--- src/design/rach_pkg.sv ---
// constants, codes and helpers of the relay and alarm command handler
// assumes ascii frames arrive one byte at a time from a same-clock receiver
package rach_pkg;
  localparam logic [7:0] CHR_AT = 8'h40;
  localparam logic [7:0] CHR_TILDE = 8'h7E;
  localparam logic [7:0] CHR_OK = 8'h21;
  localparam logic [7:0] CHR_BAD = 8'h3F;
  localparam logic [7:0] CHR_CR = 8'h0D;
  localparam logic [7:0] CHR_ZERO = 8'h30;
  localparam logic [7:0] CHR_A = 8'h41;
  localparam logic [7:0] CHR_C = 8'h43;
  localparam logic [7:0] CHR_D = 8'h44;
  localparam logic [7:0] CHR_E = 8'h45;
  localparam logic [7:0] CHR_H = 8'h48;
  localparam logic [7:0] CHR_I = 8'h49;
  localparam logic [7:0] CHR_L = 8'h4C;
  localparam logic [7:0] CHR_M = 8'h4D;
  localparam logic [7:0] CHR_O = 8'h4F;
  localparam logic [7:0] RELAY_OFF = 8'h00;
  localparam logic [7:0] RELAY_ON = 8'h01;
  localparam int POL_BIT = 2;
  localparam logic [7:0] POL_RSVD_MASK = 8'hFB;
  localparam logic [7:0] POL_RESET = 8'h00;
  localparam logic [3:0] FRAME_MAX = 4'hA;
  localparam int REPLY_MAX = 9;
  localparam logic [3:0] LEN_SHORT = 4'h4;
  localparam logic [3:0] LEN_STATUS = 4'h5;
  localparam logic [3:0] LEN_MID = 4'h6;
  localparam logic [3:0] LEN_DO = 4'h7;

  typedef enum logic [1:0] {ALM_OFF, ALM_MOM, ALM_LATCH} rach_alarm_e;
  typedef enum logic [1:0] {ST_RECV, ST_DECODE, ST_SEND} rach_state_e;

  // returns {valid, nibble}
  function automatic logic [4:0] hex2nib(input logic [7:0] c);
    logic [7:0] t;
    t = 8'h00;
    if (c >= 8'h30 && c <= 8'h39) begin
      t = c - 8'h30;
      return {1'b1, t[3:0]};
    end else if (c >= 8'h41 && c <= 8'h46) begin
      t = c - 8'h37;
      return {1'b1, t[3:0]};
    end else if (c >= 8'h61 && c <= 8'h66) begin
      t = c - 8'h57;
      return {1'b1, t[3:0]};
    end
    return 5'h00;
  endfunction : hex2nib

  function automatic logic [7:0] nib2hex(input logic [3:0] n);
    return (n < 4'hA) ? (8'h30 + {4'h0, n}) : (8'h37 + {4'h0, n});
  endfunction : nib2hex

  function automatic logic [7:0] alarm_digit(input rach_alarm_e m);
    case (m)
      ALM_MOM: return 8'h31;
      ALM_LATCH: return 8'h32;
      default: return 8'h30;
    endcase
  endfunction : alarm_digit
endpackage : rach_pkg

--- src/design/rach_sync.sv ---
// two-flop synchroniser for pin-level inputs
// assumes inputs are quasi-static levels; no bus coherency across bits
`timescale 1ns/1ns
module rach_sync #(
  parameter int W = 1
) (
  input wire logic i_clk,
  input wire logic i_arst_n,
  input wire logic i_ce,
  input wire logic [W-1:0] i_async,
  output logic [W-1:0] o_sync
);
  logic [W-1:0] meta_reg;
  logic [W-1:0] sync_reg;

  always_ff @(posedge i_clk or negedge i_arst_n) begin
    if (!i_arst_n) begin
      meta_reg <= '0;
      sync_reg <= '0;
    end else if (i_ce) begin
      meta_reg <= i_async;
      sync_reg <= meta_reg;
    end
  end

  assign o_sync = sync_reg;
endmodule : rach_sync

--- src/design/rach_tx.sv ---
// reply serialiser: sends up to nine bytes, byte 0 in the low bits
// assumes the byte sink takes data when valid and ready are both high
`timescale 1ns/1ns
module rach_tx (
  input wire logic i_clk,
  input wire logic i_arst_n,
  input wire logic i_ce,
  input wire logic i_load,
  input wire logic [71:0] i_bytes,
  input wire logic [3:0] i_count,
  input wire logic i_ready,
  output logic [7:0] o_data,
  output logic o_valid,
  output logic o_busy
);
  logic [71:0] buf_reg, buf_next;
  logic [3:0] left_reg, left_next;
  logic [7:0] data_reg, data_next;
  logic valid_reg, valid_next;

  always_comb begin
    buf_next = buf_reg;
    left_next = left_reg;
    data_next = data_reg;
    valid_next = valid_reg;
    if (i_load) begin
      data_next = i_bytes[7:0];
      buf_next = {8'h00, i_bytes[71:8]};
      left_next = i_count - 4'h1;
      valid_next = 1'b1;
    end else if (valid_reg && i_ready) begin
      if (left_reg != 4'h0) begin
        data_next = buf_reg[7:0];
        buf_next = {8'h00, buf_reg[71:8]};
        left_next = left_reg - 4'h1;
      end else begin
        valid_next = 1'b0;
      end
    end
  end

  always_ff @(posedge i_clk or negedge i_arst_n) begin
    if (!i_arst_n) begin
      buf_reg <= 72'h0;
      left_reg <= 4'h0;
      data_reg <= 8'h00;
      valid_reg <= 1'b0;
    end else if (i_ce) begin
      buf_reg <= buf_next;
      left_reg <= left_next;
      data_reg <= data_next;
      valid_reg <= valid_next;
    end
  end

  assign o_data = data_reg;
  assign o_valid = valid_reg;
  assign o_busy = valid_reg;
endmodule : rach_tx

--- src/design/rach_top.sv ---
// command interpreter for relay, polarity and high alarm commands
// assumes a same-clock byte receiver and byte transmitter with valid/ready
`timescale 1ns/1ns
module rach_top (
  input wire logic I_REF_CLK,
  input wire logic I_ARST_N,
  input wire logic I_CLK_EN,
  input wire logic [7:0] I_RX_DATA,
  input wire logic I_RX_VALID,
  input wire logic I_RX_ERR,
  output logic O_RX_READY,
  output logic [7:0] O_TX_DATA,
  output logic O_TX_VALID,
  input wire logic I_TX_READY,
  input wire logic [7:0] I_MODULE_ADDR,
  input wire logic I_SENSOR_LINKED,
  input wire logic I_OVER_LIMIT,
  input wire logic I_PIR_TRIGGER,
  input wire logic I_DIGITAL_IN,
  output logic O_RELAY_PIN,
  output logic O_RELAY_ACTIVE,
  output logic O_ALARM,
  output logic [1:0] O_ALARM_SETTING,
  output logic [7:0] O_POLARITY
);
  logic [9:0] pins_s;
  logic [7:0] addr_s;
  logic pir_s, din_s;
  logic tx_busy;

  rach_sync #(.W(10)) u_sync (
    .i_clk(I_REF_CLK),
    .i_arst_n(I_ARST_N),
    .i_ce(I_CLK_EN),
    .i_async({I_MODULE_ADDR, I_PIR_TRIGGER, I_DIGITAL_IN}),
    .o_sync(pins_s)
  );
  assign addr_s = pins_s[9:2];
  assign pir_s = pins_s[1];
  assign din_s = pins_s[0];

  // frame receiver state
  rach_pkg::rach_state_e state_reg, state_next;
  logic [7:0] frame_reg [10];
  logic [7:0] frame_next [10];
  logic [3:0] len_reg, len_next;
  logic err_reg, err_next;
  logic ovf_reg, ovf_next;
  logic rdy_reg, rdy_next;

  // decode results
  logic dec, frame_end, reply_go, ok;
  logic cmd_do, cmd_stat, cmd_chc, cmd_aoff, cmd_aon, cmd_rp, cmd_sp;
  logic [4:0] h1, h2, h3, h4;
  logic [7:0] val;
  localparam int REPLY_MAX_L = rach_pkg::REPLY_MAX;
  logic [7:0] rep [REPLY_MAX_L];
  logic [3:0] rep_len;
  logic [71:0] rep_flat;

  // device state
  logic manual_reg, manual_next;
  logic [7:0] pol_reg, pol_next;
  rach_pkg::rach_alarm_e mode_reg, mode_next;
  logic latch_reg, latch_next;
  logic clr;
  logic act_next, pin_next, alarm_next;
  logic act_reg, pin_reg, alarm_reg;

  assign dec = (state_reg == rach_pkg::ST_DECODE);
  assign frame_end = (state_reg == rach_pkg::ST_RECV) && I_RX_VALID
    && (I_RX_DATA == rach_pkg::CHR_CR);

  always_comb begin
    h1 = rach_pkg::hex2nib(frame_reg[1]);
    h2 = rach_pkg::hex2nib(frame_reg[2]);
    h3 = rach_pkg::hex2nib(frame_reg[len_reg - 4'h2]);
    h4 = rach_pkg::hex2nib(frame_reg[len_reg - 4'h1]);
    val = {h3[3:0], h4[3:0]};
    cmd_do = frame_reg[0] == rach_pkg::CHR_AT && len_reg == rach_pkg::LEN_DO
      && frame_reg[3] == rach_pkg::CHR_D && frame_reg[4] == rach_pkg::CHR_O && h3[4] && h4[4];
    cmd_chc = frame_reg[0] == rach_pkg::CHR_AT && len_reg == rach_pkg::LEN_DO
      && frame_reg[3] == rach_pkg::CHR_C && frame_reg[4] == rach_pkg::CHR_H
      && frame_reg[5] == rach_pkg::CHR_C && frame_reg[6] == rach_pkg::CHR_ZERO;
    cmd_stat = frame_reg[0] == rach_pkg::CHR_AT && len_reg == rach_pkg::LEN_STATUS
      && frame_reg[3] == rach_pkg::CHR_D && frame_reg[4] == rach_pkg::CHR_I;
    cmd_aoff = frame_reg[0] == rach_pkg::CHR_AT && len_reg == rach_pkg::LEN_STATUS
      && frame_reg[3] == rach_pkg::CHR_D && frame_reg[4] == rach_pkg::CHR_A;
    cmd_aon = frame_reg[0] == rach_pkg::CHR_AT && len_reg == rach_pkg::LEN_MID
      && frame_reg[3] == rach_pkg::CHR_E && frame_reg[4] == rach_pkg::CHR_A;
    cmd_rp = frame_reg[0] == rach_pkg::CHR_TILDE && len_reg == rach_pkg::LEN_SHORT
      && frame_reg[3] == rach_pkg::CHR_D;
    cmd_sp = frame_reg[0] == rach_pkg::CHR_TILDE && len_reg == rach_pkg::LEN_MID
      && frame_reg[3] == rach_pkg::CHR_D && h3[4] && h4[4];
    // silence on syntax, link error or foreign address
    reply_go = dec && !err_reg && !ovf_reg && h1[4] && h2[4]
      && {h1[3:0], h2[3:0]} == addr_s
      && (cmd_do || cmd_chc || cmd_stat || cmd_aoff || cmd_aon || cmd_rp || cmd_sp);
    ok = 1'b1;
    if (cmd_do) begin
      ok = !I_SENSOR_LINKED && (val == rach_pkg::RELAY_OFF || val == rach_pkg::RELAY_ON);
    end else if (cmd_sp) begin
      ok = (val & rach_pkg::POL_RSVD_MASK) == 8'h00;
    end else if (cmd_aon) begin
      ok = frame_reg[5] == rach_pkg::CHR_M || frame_reg[5] == rach_pkg::CHR_L;
    end
  end

  // reply assembly, carriage return after the last field
  always_comb begin
    for (int i = 0; i < REPLY_MAX_L; i++) begin
      rep[i] = rach_pkg::CHR_CR;
    end
    rep[0] = ok ? rach_pkg::CHR_OK : rach_pkg::CHR_BAD;
    rep[1] = rach_pkg::nib2hex(addr_s[7:4]);
    rep[2] = rach_pkg::nib2hex(addr_s[3:0]);
    rep_len = 4'h4;
    if (cmd_stat) begin
      rep[3] = rach_pkg::alarm_digit(mode_reg);
      rep[4] = rach_pkg::CHR_ZERO;
      rep[5] = rach_pkg::nib2hex({3'h0, act_reg});
      rep[6] = rach_pkg::CHR_ZERO;
      rep[7] = rach_pkg::nib2hex({2'h0, din_s, pir_s});
      rep_len = 4'h9;
    end else if (cmd_rp) begin
      rep[3] = rach_pkg::nib2hex(pol_reg[7:4]);
      rep[4] = rach_pkg::nib2hex(pol_reg[3:0]);
      rep_len = 4'h6;
    end
  end

  generate
    for (genvar g = 0; g < REPLY_MAX_L; g++) begin : g_flat
      assign rep_flat[g*8 +: 8] = rep[g];
    end
  endgenerate

  // receiver and sequencer
  always_comb begin
    state_next = state_reg;
    frame_next = frame_reg;
    len_next = len_reg;
    err_next = err_reg;
    ovf_next = ovf_reg;
    case (state_reg)
      rach_pkg::ST_RECV: begin
        if (I_RX_VALID) begin
          if (I_RX_ERR) begin
            err_next = 1'b1;
          end
          if (I_RX_DATA == rach_pkg::CHR_CR) begin
            state_next = rach_pkg::ST_DECODE;
          end else if (len_reg < rach_pkg::FRAME_MAX) begin
            frame_next[len_reg] = I_RX_DATA;
            len_next = len_reg + 4'h1;
          end else begin
            ovf_next = 1'b1;
          end
        end
      end
      rach_pkg::ST_DECODE: begin
        len_next = 4'h0;
        err_next = 1'b0;
        ovf_next = 1'b0;
        state_next = reply_go ? rach_pkg::ST_SEND : rach_pkg::ST_RECV;
      end
      rach_pkg::ST_SEND: begin
        if (!tx_busy) begin
          state_next = rach_pkg::ST_RECV;
        end
      end
      default: state_next = rach_pkg::ST_RECV;
    endcase
    rdy_next = (state_next == rach_pkg::ST_RECV);
  end

  // command effects
  always_comb begin
    manual_next = manual_reg;
    pol_next = pol_reg;
    mode_next = mode_reg;
    clr = 1'b0;
    if (reply_go && ok) begin
      if (cmd_do) begin
        manual_next = val[0];
      end
      if (cmd_sp) begin
        pol_next = val;
      end
      if (cmd_aoff) begin
        mode_next = rach_pkg::ALM_OFF;
      end
      if (cmd_aon) begin
        mode_next = (frame_reg[5] == rach_pkg::CHR_M) ? rach_pkg::ALM_MOM
          : rach_pkg::ALM_LATCH;
      end
      clr = cmd_chc;
    end
    // a new over-limit wins over a clear in the same cycle
    latch_next = (latch_reg && !clr)
      || (mode_reg == rach_pkg::ALM_LATCH && I_OVER_LIMIT);
    alarm_next = (mode_next == rach_pkg::ALM_MOM) ? I_OVER_LIMIT
      : (mode_next == rach_pkg::ALM_LATCH) ? latch_next : 1'b0;
    act_next = I_SENSOR_LINKED ? pir_s : manual_next;
    pin_next = act_next ^ pol_next[rach_pkg::POL_BIT];
  end

  always_ff @(posedge I_REF_CLK or negedge I_ARST_N) begin
    if (!I_ARST_N) begin
      state_reg <= rach_pkg::ST_RECV;
      for (int i = 0; i < 10; i++) begin
        frame_reg[i] <= 8'h00;
      end
      len_reg <= 4'h0;
      err_reg <= 1'b0;
      ovf_reg <= 1'b0;
      rdy_reg <= 1'b1;
      manual_reg <= 1'b0;
      pol_reg <= rach_pkg::POL_RESET;
      mode_reg <= rach_pkg::ALM_OFF;
      latch_reg <= 1'b0;
      act_reg <= 1'b0;
      pin_reg <= 1'b0;
      alarm_reg <= 1'b0;
    end else if (I_CLK_EN) begin
      state_reg <= state_next;
      frame_reg <= frame_next;
      len_reg <= len_next;
      err_reg <= err_next;
      ovf_reg <= ovf_next;
      rdy_reg <= rdy_next;
      manual_reg <= manual_next;
      pol_reg <= pol_next;
      mode_reg <= mode_next;
      latch_reg <= latch_next;
      act_reg <= act_next;
      pin_reg <= pin_next;
      alarm_reg <= alarm_next;
    end
  end

  rach_tx u_tx (
    .i_clk(I_REF_CLK),
    .i_arst_n(I_ARST_N),
    .i_ce(I_CLK_EN),
    .i_load(reply_go),
    .i_bytes(rep_flat),
    .i_count(rep_len),
    .i_ready(I_TX_READY),
    .o_data(O_TX_DATA),
    .o_valid(O_TX_VALID),
    .o_busy(tx_busy)
  );

  assign O_RX_READY = rdy_reg;
  assign O_RELAY_PIN = pin_reg;
  assign O_RELAY_ACTIVE = act_reg;
  assign O_ALARM = alarm_reg;
  assign O_ALARM_SETTING = mode_reg;
  assign O_POLARITY = pol_reg;
endmodule : rach_top

--- config.mk ---
export PLATFORM = sky130hd
export DESIGN_NAME = rach_top
export DESIGN_NICKNAME = d
export VERILOG_FILES = /design/src/design/rach_pkg.sv /design/src/design/rach_sync.sv /design/src/design/rach_tx.sv /design/src/design/rach_top.sv
export SDC_FILE = /design/constraint.sdc
export NUM_CORES = 1
export LEC_CHECK = 0
export BUFFER_PORTS_ARGS = -buffer_cell sky130_fd_sc_hd__buf_4
export CAP_MARGIN = 20
export CORE_ASPECT_RATIO = 1.1
export CORE_MARGIN = 3
export CORE_UTILIZATION = 27
export DETAILED_ROUTE_END_ITERATION = 16
export PLACE_DENSITY = 0.48
export SETUP_SLACK_MARGIN = 0.2
export SYNTH_ARGS = -nofsm -noshare
export SYNTH_HDL_FRONTEND = slang
export SYNTH_SLANG_ARGS = --single-unit
--- constraint.sdc ---
create_clock -name I_REF_CLK -period 7.1 [get_ports I_REF_CLK]
set_input_delay 0.71 -clock I_REF_CLK [delete_from_list [all_inputs] [get_ports I_REF_CLK]]
set_output_delay 0.71 -clock I_REF_CLK [all_outputs]
set_load 0.005 [all_outputs]
==> reports/results.ini <==
[synthesis]
synth_cell_types=86
synth.yosys.seq_area_share_pct=42.00
synth_edf_count=0
ys.warnings.count=0
synth_fa_ha_area_share_pct=2.847
synthFlopType=dfrtp_1
yosys.area.top_type_share_pct=41.76
yosysTopAreaCell=dfrtp_1
synth_area_sq_um=10550
avgSynthCellArea_sq_um=10.54
synth-simple-area-share_pct=15.62
synth-xor-area-share_pct=1.803
synth-seq-cells=177
synth_top_family_by_area=multiplexers
synth.area.top_cells=dfrtp_1 42%, mux2_2 12%, mux4_2 6.8%
synth_compound_area_share_pct=13.49
syn_inst=1001
muxShareOfSynthArea_pct=20.63
yosysMostFrequentCell=dfrtp_1
synth_nets=1051
synthArstFlopShare_pct=100.0
synthTopCellsByCount=176 x dfrtp_1, 114 x mux2_2, 109 x nand2_1

[clock_network]
cts_buffers=17
htree_levels=4
cts_tree=done
cts-hold-fix-buffers=0
cts-resized-gates=0
cts_sinks=177
cts_setup_buffers=0
clkTransAtPathRegs_ps=70
root_buffer=clkbuf_16
clock_latency_ps=440
clk_path_buf_depth=2

[global_route]
grt_pass1_vias=8041
grt_max_degree=87
grt_util_all_layers_pct=14.85
grt_pass1_wl_um=48230
antenna_found_initial=0
grt-ovfl-total=0

[layout]
drive_gt1_share_pct=25.46
multiInputGateArea_sq_um=5742
fin_area_sq_um=12010
final_cells=1537
final_core_utilization_pct=31.29
nFillCells=3922
antenna_cells=0
area_growth_syn_to_layout_pct=13.87
largest_reg_flops=80
seq_area_sq_um=4432
num-nets-final=1074

[place]
dp_slack_ps=1640
dpl-instance-area_sq_um=11360
gp_congestion=0.8310
dp_hpwl_um=22260
io_buffers=47
placed_cells=1505

[setup_path]
worstPathMaxFanout=86
r2r_cells=17
arrival_ps=5790
crit_path_end_kind=flop
worstSetupPathType=reg2reg
worstReg2RegEnd=u_tx.buf_reg[28]
reg2reg_slack_ps=1640
critPathLaunchType=flop
r2r-start=len_reg[0]
required_ps=7440

[routing]
wl_per_cell_um=19.63
drt_iter0_markers=578
drc=0
drt_wl_total_um=30180
antenna_left=0
dr.pass1.iters=5
route.vias.total=8038
viasPerCell=5.230

[floorplanning]
die_w_um=194.5
pin_count=49
initial_core_util_pct=27.48
num_rows=75
die-area_sq_um=41480
die_h_um=213.3
core_area_sq_um=38380

[timing]
max_freq_ghz=0.1832
finalCritPeriodShare_pct=76.87
rsz0062_at_grt=false
setup_violations=0
setup_tns_ps=0
drv_slew=0
skew_ps=13.19
max_slew_margin_pct=37.68
worst_pin_slew_ps=922.3
fin_hold_ws_ps=272.0
layout_min_cycle_time_ps=5458
fin_ws_ps=1642
hold_viol=0

[min_path]
hold_path_class=in2async

[run]
max_cap_violations=0

[power]
p_leak_nw=5.035
ir_worst_vdd_mv=0.1993
finalPower_mw=4.682
powerDensity_nw_per_um2=389.8

[status]
status=finished clean

metal layers:
layer	GRT usage [%]	share of wire, %
met5	0	0
met4	5.201	2.6
met3	2.667	4.1
met2	24.83	48
met1	19.47	45
cells by family after synthesis:
| logic type | after synthesis |
|---|---|
| compound gates | 221 |
| xor+xnor | 20 |
| fa+ha+maj | 24 |
| buf+inv | 86 |
| flops | 177 |
| mux | 163 |
| other cells | 1 |
| simple gates | 309 |
area by class of cell:
cell class / count / share of cell area [%]
multi-input cells: 738 / 47.81
flip-flops and latches: 177 / 36.90
well taps: 500 / 5.209
repair buffers: 59 / 3.719
clock buffers: 17 / 3.542
clock inverters: 15 / 1.854
inverters: 31 / 0.9689
cell usage in the layout, fill, tap and decap left out, drive strengths merged, types with 8 or more instances in the layout:
master / instances
inv: 37
and2: 14
dfrtp: 176
nor2b: 8
a31oi: 17
mux2: 115
nor3: 18
mux2i: 16
xnor2: 14
nand3: 31
a211oi: 11
nand2: 109
nand4: 20
buf: 59
nor2: 42
a21oi: 73
mux4: 32
nor4b: 9
and3: 10
o21ai: 50
ha: 24
clkbuf: 17
o31ai: 14
nor4: 10
worst max-delay path: stages (launching register included):
cell	delay [ps]
dfrtp_2	860
inv_1	200
ha_1	350
buf_4	330
mux4_2	550
nand3_1	80
nand3_1	190
ha_1	260
nor2_1	160
o21ai_2	140
a22oi_2	350
o311ai_4	140
nand2_1	90
buf_4	440
a22o_2	280
buf_4	600
a211oi_1	100
a21o_1	180
how the worst max path moves through the flow:
stage,start,endpoint,slack [ps],cells after the start
finish,len_reg[0],u_tx.buf_reg[28],1640,17
floorplan,len_reg[1],u_tx.left_reg[2],1830,27
global route,len_reg[0],u_tx.buf_reg[28],1110,17
detailed placement,len_reg[0],u_tx.buf_reg[28],1640,17
global placement,len_reg[0],u_tx.buf_reg[28],1790,17
CTS,len_reg[0],u_tx.buf_reg[28],1610,17
power breakdown:
part	switching (mW)	internal (mW)
Combinational	1.09	0.951
Clock	0.458	0.574
Sequential	0.369	1.24
No activity file was read; power rests on OpenSTA's default activity.
